<file path="config.mk">
export PLATFORM = sky130hd
export DESIGN_NAME = uart_host_dma
export DESIGN_NICKNAME = d
export VERILOG_FILES = /design/src/uart_host_dma_pkg.sv /design/src/uart_host_dma.sv
export SDC_FILE = /design/constraint.sdc
export NUM_CORES = 1
export LEC_CHECK = 0
export ABC_CLOCK_PERIOD_IN_PS = 1550
export BUFFER_PORTS_ARGS = -buffer_cell sky130_fd_sc_hd__buf_4
export CAP_MARGIN = 15
export CORE_MARGIN = 2
export CORE_UTILIZATION = 45
export CTS_BUF_LIST = sky130_fd_sc_hd__clkbuf_4 sky130_fd_sc_hd__clkbuf_8
export DETAILED_ROUTE_END_ITERATION = 8
export PLACE_DENSITY = 0.81
export SLEW_MARGIN = 5
export SYNTH_ARGS = -nofsm -noshare
export SYNTH_HDL_FRONTEND = slang
export SYNTH_SLANG_ARGS = --single-unit
</file>
<file path="constraint.sdc">
create_clock -name clk_i -period 1.55 [get_ports clk_i]
set_input_delay 0.0775 -clock clk_i [delete_from_list [all_inputs] [get_ports clk_i]]
set_output_delay 0.0775 -clock clk_i [all_outputs]
set_load 0.02 [all_outputs]
</file>
<file path="src/uart_host_dma_pkg.sv">
// Purpose: shared constants and carriers for the host-side emulation register and dma block
// Assumes: host offsets are three-bit, processor i/o locations decode the low address byte
// Notes:   reset values of the divisor and scratch bytes are zero
package uart_host_dma_pkg;

	////////////////////////////////////////////////////////////////////////////////////////////
	// host offsets
	localparam logic [2:0] HOST_OFS_DIV_LOW  = 3'h0;
	localparam logic [2:0] HOST_OFS_DIV_HIGH = 3'h1;
	localparam logic [2:0] HOST_OFS_SCRATCH  = 3'h7;

	// processor i/o locations, low address byte
	localparam logic [7:0] PROC_OFS_SCRATCH  = 8'hf7;
	localparam logic [7:0] PROC_OFS_DIV_LOW  = 8'hf8;
	localparam logic [7:0] PROC_OFS_DIV_HIGH = 8'hf9;

	// reset values
	localparam logic [7:0] RST_DIV_LOW  = 8'h00;
	localparam logic [7:0] RST_DIV_HIGH = 8'h00;
	localparam logic [7:0] RST_SCRATCH  = 8'h00;

	// master control field positions
	localparam int MCR_SWAP_BIT = 3;
	localparam int MCR_RX_BIT   = 4;
	localparam int MCR_TX_BIT   = 5;
	// fifo control field position of the dma mode select
	localparam int FCR_DMA_MODE_BIT = 3;
	// line control field position of the divisor access bit
	localparam int LCR_DIV_ACCESS_BIT = 7;

	// transmitter timer, in clock cycles
	localparam int TX_DELAY_CYCLES = 16;

	////////////////////////////////////////////////////////////////////////////////////////////
	typedef struct packed {
		logic tx_empty;
		logic tx_full;
		logic rx_empty;
		logic rx_at_trigger;
	} fifo_status_type;

	typedef struct packed {
		logic host_dir;
		logic host_ready_n;
	} host_dma_type;

endpackage

</file>
<file path="src/uart_host_dma.sv">
// Purpose: host-facing scratch and divisor registers plus host and processor dma requests
// Assumes: all inputs synchronous to clk_i; ce_i low freezes every flop
// Notes:   transmit, receive and interrupt-enable registers live outside; this block only
//          says when the host may reach them
`timescale 1ns/100ps

module uart_host_dma #(
	parameter int TX_DELAY = uart_host_dma_pkg::TX_DELAY_CYCLES
) (
	// clock, reset, enable
	input  wire logic                              clk_i,
	input  wire logic                              reset_i,
	input  wire logic                              ce_i,
	// host register port
	input  wire logic [2:0]                        host_addr_i,
	input  wire logic                              host_wr_i,
	input  wire logic                              host_rd_i,
	input  wire logic [7:0]                        host_wdata_i,
	output logic      [7:0]                        host_rdata_o,
	output logic                                   host_hit_o,
	output logic                                   host_uart_access_o,
	// emulated uart control copies
	input  wire logic [7:0]                        line_control_i,
	input  wire logic [7:0]                        master_control_i,
	input  wire logic [7:0]                        fifo_control_reg_i,
	// processor read port
	input  wire logic [7:0]                        proc_addr_i,
	input  wire logic                              proc_rd_i,
	output logic      [7:0]                        proc_rdata_o,
	output logic                                   divisor_irq_o,
	// status sources
	input  wire logic                              tx_holding_empty_shadow_i,
	input  wire logic                              tx_timer_en_i,
	input  wire logic                              rx_data_ready_i,
	input  wire logic                              rx_data_ready_shadow_i,
	input  wire logic                              rx_timer_en_i,
	input  wire uart_host_dma_pkg::fifo_status_type fifo_status_i,
	output logic                                   tx_holding_empty_o,
	// host dma
	output logic                                   host_tx_ready_n_o,
	output logic                                   host_rx_ready_n_o,
	output logic                                   host_tx_dma_req_o,
	output logic                                   host_rx_dma_req_o,
	// processor dma requests
	input  wire logic                              proc_dma_request_0_n_i,
	input  wire logic                              proc_dma_request_1_n_i,
	output logic                                   proc_dma_request_0_n_o,
	output logic                                   proc_dma_request_1_n_o
);

	////////////////////////////////////////////////////////////////////////////////////////////
	// parameter check
	if (TX_DELAY < 1 || TX_DELAY > 65535) begin : g_bad_delay
		$error("TX_DELAY must lie in 1..65535");
	end

	localparam logic [15:0] DELAY_LAST = 16'(TX_DELAY - 1);

	////////////////////////////////////////////////////////////////////////////////////////////
	// decode
	logic       div_access;
	logic       tx_en;
	logic       rx_en;
	logic       swap;
	logic       multi_mode;
	logic       host_div_low;
	logic       host_div_high;
	logic       host_scratch;

	assign div_access    = line_control_i[uart_host_dma_pkg::LCR_DIV_ACCESS_BIT];
	assign tx_en         = master_control_i[uart_host_dma_pkg::MCR_TX_BIT];
	assign rx_en         = master_control_i[uart_host_dma_pkg::MCR_RX_BIT];
	assign swap          = master_control_i[uart_host_dma_pkg::MCR_SWAP_BIT];
	assign multi_mode    = fifo_control_reg_i[uart_host_dma_pkg::FCR_DMA_MODE_BIT];
	assign host_div_low  = div_access && host_addr_i == uart_host_dma_pkg::HOST_OFS_DIV_LOW;
	assign host_div_high = div_access && host_addr_i == uart_host_dma_pkg::HOST_OFS_DIV_HIGH;
	assign host_scratch  = host_addr_i == uart_host_dma_pkg::HOST_OFS_SCRATCH;
	assign host_hit_o    = host_div_low || host_div_high || host_scratch;
	// with the divisor access bit set, offsets 0 and 1 go to the divisor instead of the data and enable registers
	assign host_uart_access_o = !host_hit_o;

	////////////////////////////////////////////////////////////////////////////////////////////
	// registers
	logic [7:0] div_low_ff;
	logic [7:0] div_high_ff;
	logic [7:0] scratch_ff;

	always_ff @(posedge clk_i) begin
		if (reset_i) begin
			div_low_ff <= uart_host_dma_pkg::RST_DIV_LOW;
		end else if (ce_i && host_wr_i && host_div_low) begin
			div_low_ff <= host_wdata_i;
		end
	end

	always_ff @(posedge clk_i) begin
		if (reset_i) begin
			div_high_ff <= uart_host_dma_pkg::RST_DIV_HIGH;
		end else if (ce_i && host_wr_i && host_div_high) begin
			div_high_ff <= host_wdata_i;
		end
	end

	always_ff @(posedge clk_i) begin
		if (reset_i) begin
			scratch_ff <= uart_host_dma_pkg::RST_SCRATCH;
		end else if (ce_i && host_wr_i && host_scratch) begin
			scratch_ff <= host_wdata_i;
		end
	end

	// scratch writes deliberately left out: firmware never needs to know
	always_ff @(posedge clk_i) begin
		if (reset_i) begin
			divisor_irq_o <= 1'b0;
		end else if (ce_i) begin
			divisor_irq_o <= host_wr_i && (host_div_low || host_div_high);
		end
	end

	////////////////////////////////////////////////////////////////////////////////////////////
	// read ports
	logic [7:0] nxt_host_rdata;
	logic [7:0] nxt_proc_rdata;

	always_comb begin
		nxt_host_rdata = 8'h00;
		if (host_div_low) begin
			nxt_host_rdata = div_low_ff;
		end else if (host_div_high) begin
			nxt_host_rdata = div_high_ff;
		end else if (host_scratch) begin
			nxt_host_rdata = scratch_ff;
		end
	end

	always_comb begin
		unique case (proc_addr_i)
			uart_host_dma_pkg::PROC_OFS_SCRATCH:  nxt_proc_rdata = scratch_ff;
			uart_host_dma_pkg::PROC_OFS_DIV_LOW:  nxt_proc_rdata = div_low_ff;
			uart_host_dma_pkg::PROC_OFS_DIV_HIGH: nxt_proc_rdata = div_high_ff;
			default:                              nxt_proc_rdata = 8'h00;
		endcase
	end

	always_ff @(posedge clk_i) begin
		if (reset_i) begin
			host_rdata_o <= 8'h00;
		end else if (ce_i && host_rd_i) begin
			host_rdata_o <= nxt_host_rdata;
		end
	end

	always_ff @(posedge clk_i) begin
		if (reset_i) begin
			proc_rdata_o <= 8'h00;
		end else if (ce_i && proc_rd_i) begin
			proc_rdata_o <= nxt_proc_rdata;
		end
	end

	////////////////////////////////////////////////////////////////////////////////////////////
	// transmitter timer: the host sees holding-empty only after the delay, clears at once
	logic [15:0] delay_cnt_ff;
	logic        tx_holding_empty_host_ff;

	always_ff @(posedge clk_i) begin
		if (reset_i) begin
			delay_cnt_ff <= 16'h0000;
		end else if (ce_i) begin
			if (!tx_holding_empty_shadow_i || tx_holding_empty_host_ff) begin
				delay_cnt_ff <= 16'h0000;
			end else if (delay_cnt_ff != DELAY_LAST) begin
				delay_cnt_ff <= delay_cnt_ff + 16'h0001;
			end
		end
	end

	always_ff @(posedge clk_i) begin
		if (reset_i) begin
			tx_holding_empty_host_ff <= 1'b1;
		end else if (ce_i) begin
			if (!tx_holding_empty_shadow_i) begin
				tx_holding_empty_host_ff <= 1'b0;
			end else if (!tx_timer_en_i || delay_cnt_ff == DELAY_LAST) begin
				tx_holding_empty_host_ff <= 1'b1;
			end
		end
	end

	assign tx_holding_empty_o = tx_holding_empty_host_ff;

	////////////////////////////////////////////////////////////////////////////////////////////
	// host ready pins and processor request steering
	logic tx_proc_cond;
	logic rx_proc_cond;

	// timer off: the host-visible bit, which trails the shadow by one edge only
	assign tx_proc_cond = tx_timer_en_i ? tx_holding_empty_shadow_i : tx_holding_empty_host_ff;
	assign rx_proc_cond = rx_timer_en_i ? rx_data_ready_shadow_i : rx_data_ready_i;

	assign host_tx_ready_n_o = tx_en ? !tx_holding_empty_host_ff : 1'b1;
	assign host_rx_ready_n_o = rx_en ? !rx_data_ready_i : 1'b1;

	// with both enabled the two sides never share a request; the swap bit exchanges request 0 and request 1
	always_comb begin
		proc_dma_request_0_n_o = proc_dma_request_0_n_i;
		proc_dma_request_1_n_o = proc_dma_request_1_n_i;
		if (rx_en && !swap) begin
			proc_dma_request_0_n_o = !rx_proc_cond;
		end
		if (rx_en && swap) begin
			proc_dma_request_1_n_o = !rx_proc_cond;
		end
		if (tx_en && !swap) begin
			proc_dma_request_1_n_o = !tx_proc_cond;
		end
		if (tx_en && swap) begin
			proc_dma_request_0_n_o = !tx_proc_cond;
		end
	end

	////////////////////////////////////////////////////////////////////////////////////////////
	// host dma request lines
	logic rx_multi_ff;

	always_ff @(posedge clk_i) begin
		if (reset_i) begin
			rx_multi_ff <= 1'b0;
		end else if (ce_i) begin
			if (fifo_status_i.rx_empty) begin
				rx_multi_ff <= 1'b0;
			end else if (fifo_status_i.rx_at_trigger) begin
				rx_multi_ff <= 1'b1;
			end
		end
	end

	always_comb begin
		if (multi_mode) begin
			host_rx_dma_req_o = rx_en && (rx_multi_ff || fifo_status_i.rx_at_trigger);
			host_tx_dma_req_o = tx_en && !fifo_status_i.tx_full;
		end else begin
			host_rx_dma_req_o = rx_en && !fifo_status_i.rx_empty;
			host_tx_dma_req_o = tx_en && fifo_status_i.tx_empty;
		end
	end
endmodule // uart_host_dma

</file>
==> results of run 1 <==
[synthesized netlist by cell type, types with 7 or more instances]
cell and count:
nor3_1 12, nand2_1 33, a22o_1 8, nor2_1 36
mux2i_1 24, o21ai_0 11, a221o_1 7, nand3_1 10
o2bb2ai_1 8, a21oi_1 23, clkbuf_1 12, dfxtp_1 59
[where the power goes]
| part | total (mW) | internal [mW] | switching, mW | leakage, nW |
|---|---|---|---|---|
| logic | 0.381 | 0.185 | 0.196 | 0.963 |
| clock network | 1.62 | 0.984 | 0.637 | 0.119 |
| registers | 1.55 | 1.54 | 0.0145 | 0.480 |
[kinds of logic (layout without fill, tap and decap cells)]
family                     Yosys count  after routing  share of synthesized area (%)
AOI/OAI and AO/OA                   72             72                           18.5
xor gates and xnor gates             7              7                           2.18
adders and majority gates            1              1                          0.446
buffers and inverters               23            124                           3.39
DFF                                 59             59                           42.1
muxes                               27             27                           9.76
and+or+nand+nor                    128            128                           23.6
[worst paths after layout]
check / to / slack [ns] / depth (start not counted)
hold reg to reg: divisor_irq_o / 0.47 / 2
setup / recovery: delay_cnt_ff[1] / -0.09 / 5
hold / removal: div_low_ff[3] / 0.005 / 3
setup reg to reg: delay_cnt_ff[1] / -0.09 / 5
[repair_timing]
action	4_1_cts	5_1_grt
gates resized for setup	1	15
hold buffers	6	0
pin swaps	3	2
setup endpoints to repair	6	12
setup buffers	1	1
hold endpoints to repair	11	0
[through the flow]
| stage | util (%) | instance area [um^2] | hold WS, ns | total power, mW | setup TNS [ns] |
|---|---|---|---|---|---|
| 2_1_floorplan | - | 2820 | 0.178 | 1.76 | -0.00545 |
| 3_3_place_gp | 59.4 | 3560 | 0.269 | 1.94 | -0.139 |
| 3_5_place_dp | 59.4 | 3560 | 0.288 | 1.95 | -0.353 |
| 4_1_cts | 64.4 | 3860 | 0.000956 | 3.56 | -0.135 |
| 5_1_grt | 65.2 | 3910 | 0.0194 | 3.67 | -0.540 |
| 6_report | 65.2 | 3910 | 0.00462 | 3.55 | -0.162 |
[worst register-to-register path: stages, from the launching register on]
cell	delay, ns
dfxtp_2	0.32
or4_4	0.55
nor4_4	0.25
buf_4	0.18
nand4b_1	0.13
a31oi_1	0.08
[cell type report]
class | count | area (um^2) | area share (%)
multi-input combinational | 235 | 1570 | 40.3
clock inverter | 5 | 75.1 | 1.92
timing repair buffer | 103 | 801 | 20.5
tap | 75 | 93.8 | 2.40
clock buffer | 11 | 151 | 3.88
inverter | 5 | 18.8 | 0.480
sequential | 59 | 1190 | 30.5
[state kept, by name (all words and copies together), names as in the netlist]
name	flops
rx_multi_ff	1
div_high_ff	8
delay_cnt_ff	16
proc_rdata_o	8
host_rdata_o	8
divisor_irq_o	1
scratch_ff	8
tx_holding_empty_o	1
div_low_ff	8
[routing by layer]
layer / vias up / track usage (%)
li1: 1362 / -
met1: 1327 / 27.0
met2: 110 / 39.4
met3: 17 / 5.67
met4: 0 / 8.05
met5: - / 0
==> impl_metrics.tcl, run 1 <==
set metrics [dict create \
    area_growth_pct 39.2 \
    syn_area_um2 2810 \
    grt_max_degree 42 \
    hold_path_class "in2reg" \
    n_fill_cell 496 \
    fmax_mhz 608 \
    wl_per_cell_um 15.7 \
    clock_sinks 59 \
    worst_pin_slew_ns 0.427 \
    finalNonFillerCells 493 \
    crit_chain "or4_4 -> nor4_4 -> buf_4 -> nand4b_1 -> a31oi_1" \
    critical_path.startpoint "delay_cnt_ff[5]" \
    critPathBufInv 1 \
    ys_seq_elements 59 \
    drc 0 \
    rows 28 \
    antenna_left 0 \
    synth_area_leaders "dfxtp_1 42%, mux2i_1 8.6%, nor2_1 4.8%" \
    vias 2816 \
    wl_met3_um 479 \
    finalCritPeriodShare_pct 106 \
    drv_cap 0 \
    wirelength_um 7760 \
    antenna_found_initial 0 \
    insertion_delay_ns 0.35 \
    grt.total_usage_pct 22.6 \
    crit_type "reg2reg" \
    final_common_cell "buf_4" \
    pre_cts_ws_ns -0.119 \
    crit_fanout 7 \
    yosys.area.top_type "dfxtp_1" \
    ys_seq_area_share_pct 42.1 \
    start_kind "register" \
    grt_pass1_vias 2842 \
    topRoutingLayerUsed "met4" \
    ys_types 53 \
    die_area_um2 6880 \
    fin_ws_ns -0.0945 \
    routed_via_density 5.71 \
    synth-edff-count 0 \
    report.final.hold_viol_count 0 \
    ctsHtreeMaxLevel 3 \
    worst_hold_startpoint "host_wdata_i[3]" \
    rsz0062_at_grt "true" \
    cts.root.buffer_cell "clkbuf_8" \
    r2r-start "delay_cnt_ff[5]" \
    syn_inst 317 \
    place.gp.congestion 0.848 \
    io_pins 86 \
    numCtsBuffers 9 \
    syn_nets 378 \
    crit_path_end_kind "register" \
    drt_first_pass_iters 5 \
    max_stage_delay_ns 0.55 \
    violations "negative setup slack" \
    cp.required_ns 1.77 \
    relSlewSlack_pct 71.5 \
    syn_avg_cell_area_um2 8.85 \
    synth-main-ff-cell "dfxtp_1" \
    dp_hpwl_um 5530 \
    power_leakage_nw 1.56 \
    start_util_pct 46.8 \
    fin_crit_ns 1.64 \
    clock_skew_ns 0.00634 \
    netlist.area_leader.share_pct 42.1 \
    wl_met1_um 3350 \
    core_area_um2 5990 \
    cp_slowest_cell "or4_4" \
    dp.cells 469 \
    drive_gt1_share_pct 34.2 \
    die_x_um 83.0 \
    cp_data_arrival_time_ns 1.86 \
    met2_length_um 3800 \
    crit_family "simple AND/OR/NAND/NOR gates" \
    layout.nets 474 \
    finalSetupViolCount 4 \
    cts_buffer_depth 2 \
    die_y_um 83.0 \
    final_cell_mix "96 x buf_4, 52 x dfxtp_1, 36 x nor2_1, 32 x nand2_1, 24 x mux2i_1" \
    grt_remaining_overflow 0 \
    n_antenna_cell 0 \
    drt_iter0_drc 170 \
    ir_worst_vdd_mv 0.580 \
    cts_tree "built" \
    clk_pin_slew_ns 0.07 \
    p_per_area_nw_per_um2 910 \
    slew_viol_final 0 \
    async_flop_share_pct 0 \
    grt_pass1_wl_um 12900 \
    status "finished with violations" \
    portBuffers 66 \
    yosysWarnings 0 \
]
(Power assumes the default switching activity.)
==> run 2, diff against run 1 <==
Settings changed: CORE_UTILIZATION 45 to 48, CTS_CLUSTER_SIZE set to 8, PLACE_DENSITY 0.81 to 0.85.
==> run 2 against run 1 <==
  * The flow still finishes with violations (negative setup slack)
  * Register-to-register slack is essentially flat
  * Routed wire length grew 4.1%
  * Sequential cell count is the same
==> impl_metrics.tcl, run 2 (same netlist as run 1, synthesis figures left out) <==
set metrics [dict create \
    drc 0 \
    clock_skew_ns 0.00869 \
    drv_cap 0 \
    ctsHtreeMaxLevel 3 \
    crit_path_end_kind "register" \
    wl_per_cell_um 16.4 \
    relSlewSlack_pct 69.1 \
    cts.root.buffer_cell "clkbuf_8" \
    r2r_end "delay_cnt_ff[1]" \
    hold_ws_ns 0.0202 \
    finalNonFillerCells 491 \
    rows 27 \
    grt.total_usage_pct 26.4 \
    antenna_found_initial 0 \
    r2r-start "delay_cnt_ff[12]" \
    cp.required_ns 1.76 \
    crit_fanout 7 \
    grt_remaining_overflow 0 \
    numCtsBuffers 9 \
    clock_sinks 59 \
    start_kind "register" \
    final_common_cell "buf_4" \
    design_area_um2 3960 \
    tns_ns -0.337 \
    rrSetupSlack_ns -0.09 \
    grt_pass1_wl_um 13200 \
    grt_pass1_vias 2829 \
    largest_register_ffs 16 \
    violations "negative setup slack" \
    ir_worst_vdd_mv 0.612 \
    fin_ws_ns -0.0871 \
    insertion_delay_ns 0.34 \
    crit_type "reg2reg" \
    status "finished with violations" \
    drt_first_pass_iters 4 \
    cp_data_arrival_time_ns 1.85 \
    dpl-instance-area_um2 3550 \
    area_growth_pct 41.2 \
    drt_iter0_drc 201 \
    worst_pin_slew_ns 0.463 \
    cts_buffer_depth 2 \
    fmax_mhz 611 \
    n_antenna_cell 0 \
    portBuffers 66 \
    hold-path-endpoint "div_high_ff[6]" \
    die_x_um 80.5 \
    die_y_um 80.5 \
    slew_viol_final 0 \
    top_register "delay_cnt_ff" \
    fin_crit_ns 1.64 \
    clk_pin_slew_ns 0.07 \
    pre_cts_ws_ns -0.0973 \
    drive_gt1_share_pct 34.6 \
    finish.utilization_pct 71.1 \
    p_per_area_nw_per_um2 931 \
    routed_via_density 5.77 \
    wirelength_um 8070 \
    hold_path_class "in2reg" \
    dp_hpwl_um 5310 \
    power_leakage_nw 1.57 \
    r2r_cells 5 \
    final_cell_mix "93 x buf_4, 53 x dfxtp_1, 35 x nor2_1, 33 x nand2_1, 24 x mux2i_1" \
    total_power_mw 3.69 \
    worst_hold_startpoint "host_wdata_i[6]" \
    cts_tree "built" \
    finalSetupViolCount 7 \
    antenna_left 0 \
    whs_path_depth 3 \
    start_util_pct 50.3 \
    grt_max_degree 42 \
    core_area_um2 5570 \
    finalCritPeriodShare_pct 106 \
    rsz0062_at_grt "true" \
    report.final.hold_viol_count 0 \
    place.gp.congestion 0.875 \
    io_pins 86 \
    vias 2835 \
    dp.cells 465 \
    layout.nets 475 \
    die_area_um2 6470 \
]
==> run 2: how the worst max path moves through the flow <==
stage                          start              end  slack, ns  cells after the start
floorplan           delay_cnt_ff[14]  delay_cnt_ff[0]     -0.003                      4
global placement    delay_cnt_ff[14]  delay_cnt_ff[1]      -0.06                      4
detailed placement  delay_cnt_ff[14]  delay_cnt_ff[1]       -0.1                      4
CTS                  delay_cnt_ff[5]  delay_cnt_ff[1]      -0.05                      5
global route        delay_cnt_ff[12]  delay_cnt_ff[1]      -0.19                      5
finish              delay_cnt_ff[12]  delay_cnt_ff[1]      -0.09                      5
==> run 2: power breakdown <==
part	switching [mW]	internal [mW]
registers	0.0150	1.54
clock network	0.673	1.08
logic	0.197	0.187
==> run 2: layer usage <==
metal	track usage [%]	vias to the layer above	wire length (um)
met1	32.1	1369	3380
li1	-	1358	-
met5	0	-	0
met3	7.30	12	503
met4	7.46	0	100
met2	45.4	96	4090
==> run 2: area by class of cell <==
| cell class | instances | area (um^2) |
|---|---|---|
| inverters | 5 | 18.8 |
| clock inverters | 7 | 124 |
| well taps | 72 | 90.1 |
| flip-flops and latches | 59 | 1190 |
| repair buffers | 104 | 821 |
| multi-input cells | 235 | 1600 |
| fillers | 418 | 1610 |
| clock buffers | 9 | 124 |
==> run 2: repair_timing <==
action | CTS | global route
resized for setup | 1 | 19
hold buffers | 8 | 0
pin swaps | 3 | 10
setup buffers | 1 | 1
endpoints found under the hold margin | 17 | 0
cloned | 0 | 0
endpoints found under the setup margin | 7 | 15
==> run 2: critical path, cell delays in order (launching register included) <==
cell and delay, ns:
dfxtp_2 0.32, or4_4 0.56, nor4_4 0.28, buf_6 0.17, nand4b_1 0.11, a31oi_1 0.07
==> run 3, diff against run 2 <==
Settings changed: TNS_END_PERCENT set to 1.
==> run 3 against run 2 <==
  * The flow still finishes with violations (negative setup slack)
  * Final cell count is 0.20% lower
  * Largest cell class unchanged
  * Hold slack worse by 0.010 ns
  * Power up 0.29%
  * Register-to-register slack about the same
==> impl_metrics.tcl, run 3 (same netlist as run 1, synthesis figures left out) <==
set metrics [dict create \
    worst_pin_slew_ns 0.447 \
    grt_pass1_wl_um 13200 \
    total_power_mw 3.70 \
    start_kind "register" \
    antenna_found_initial 0 \
    status "finished with violations" \
    die_y_um 80.5 \
    ir_worst_vdd_mv 0.613 \
    pre_cts_ws_ns -0.0973 \
    layout.nets 474 \
    met3_usage_pct 7.30 \
    p_per_area_nw_per_um2 941 \
    grt_pass1_vias 2826 \
    fmax_mhz 608 \
    clock_sinks 59 \
    busiest_layer "met2" \
    area_growth_pct 40.3 \
    grt_remaining_overflow 0 \
    report.final.hold_viol_count 0 \
    grt_max_degree 42 \
    start_util_pct 50.3 \
    rsz0062_at_grt "true" \
    n_antenna_cell 0 \
    portBuffers 66 \
    wl_per_cell_um 16.3 \
    cp_data_arrival_time_ns 1.86 \
    cts_buffer_depth 2 \
    routed_via_density 5.86 \
    cp.required_ns 1.77 \
    use_met2_pct 45.4 \
    rows 27 \
    clock_skew_ns 0.00842 \
    finalSetupViolCount 7 \
    hold_path_class "in2reg" \
    antenna_left 0 \
    insertion_delay_ns 0.35 \
    drt_first_pass_iters 4 \
    cts.root.buffer_cell "clkbuf_8" \
    largest_register_ffs 16 \
    drt_iter0_drc 213 \
    cts_tree "built" \
    clk_pin_slew_ns 0.07 \
    final_common_cell "buf_4" \
    crit_type "reg2reg" \
    die_area_um2 6470 \
    grt.total_usage_pct 26.4 \
    finalCritPeriodShare_pct 106 \
    crit_path_end_kind "register" \
    violations "negative setup slack" \
    dp_hpwl_um 5310 \
    place.gp.congestion 0.875 \
    top_register "delay_cnt_ff" \
    slew_viol_final 0 \
    crit_fanout 7 \
    io_pins 86 \
    drv_cap 0 \
    drive_gt1_share_pct 34.0 \
    fin_crit_ns 1.65 \
    vias 2871 \
    core_area_um2 5570 \
    numCtsBuffers 9 \
    die_x_um 80.5 \
    final_cell_mix "94 x buf_4, 53 x dfxtp_1, 36 x nor2_1, 33 x nand2_1, 24 x mux2i_1" \
    relSlewSlack_pct 70.2 \
    wirelength_um 8000 \
    ctsHtreeMaxLevel 3 \
    met1_usage_pct 32.1 \
    n_fill_cell 422 \
    fin_ws_ns -0.0958 \
    drc 0 \
    power_leakage_nw 1.56 \
]
[run 3: cell types whose count changed in the layout (fill, tap and decap cells not counted), sizes merged]
cell  previous run  this run
buf             96        95
[run 3: worst max-delay path: stages, from the launching register on]
cell,delay (ns)
dfxtp_2,0.32
or4_4,0.55
nor4_4,0.26
buf_4,0.19
nand4b_1,0.11
a31oi_1,0.07
[run 3: timing repair]
item / in CTS / in global routing
setup endpoints to repair: 7 / 15
pin swaps: 3 / 6
gates resized for setup: 1 / 14
hold buffers: 8 / 0
buffers inserted: 1 / 0
endpoints found under the hold margin: 17 / 0
[run 3: cell type report]
class                           instances  area [um^2]  area share [%]
Timing Repair Buffer                  103          806            20.5
Clock buffer                            9          124            3.15
Multi-Input combinational cell        235         1590            40.3
Inverter                                5         18.8           0.477
Sequential cell                        59         1190            30.2
Tap cell                               72         90.1            2.29
Clock inverter                          7          124            3.15
[run 3: final timing paths]
check                                  endpoint  slack, ns        startpoint  depth (start not counted)
worst min register to register    scratch_ff[0]       0.48     scratch_ff[0]                          2
worst max-delay path            delay_cnt_ff[1]       -0.1  delay_cnt_ff[12]                          5
worst min-delay path             div_high_ff[6]       0.01   host_wdata_i[6]                          3
worst max register to register  delay_cnt_ff[1]       -0.1  delay_cnt_ff[12]                          5
[run 3: layer usage]
| layer | part of all wire (%) | vias up | routed length, um |
|---|---|---|---|
| met5 | 0 | - | 0 |
| met4 | 1.3 | 0 | 105 |
| met3 | 7.7 | 13 | 617 |
| met2 | 49 | 130 | 3960 |
| met1 | 42 | 1375 | 3320 |
| li1 | - | 1353 | - |
[run 3: where the power goes]
group | switching [mW] | total [mW] | internal, mW | leakage (nW)
registers | 0.0149 | 1.55 | 1.54 | 0.480
logic | 0.197 | 0.384 | 0.187 | 0.963
clock network | 0.685 | 1.77 | 1.08 | 0.120
total | 0.896 | 3.70 | 2.81 | 1.56
[run 3: per-stage QoR]
| step | std cells | hold slack, ns | utilization [%] | cell area (um^2) | TNS [ns] |
|---|---|---|---|---|---|
| 4_1_cts | 490 | 0.00290 | 69.7 | 3890 | -0.112 |
| 2_1_floorplan | 317 | 0.178 | - | 2820 | -0.00545 |
| 5_1_grt | 490 | 0.0190 | 70.6 | 3940 | -1.22 |
| 3_3_place_gp | 465 | 0.269 | 63.7 | 3550 | -0.130 |
| 3_5_place_dp | 465 | 0.281 | 63.7 | 3550 | -0.304 |
| 6_report | 490 | 0.00994 | 70.6 | 3940 | -0.418 |
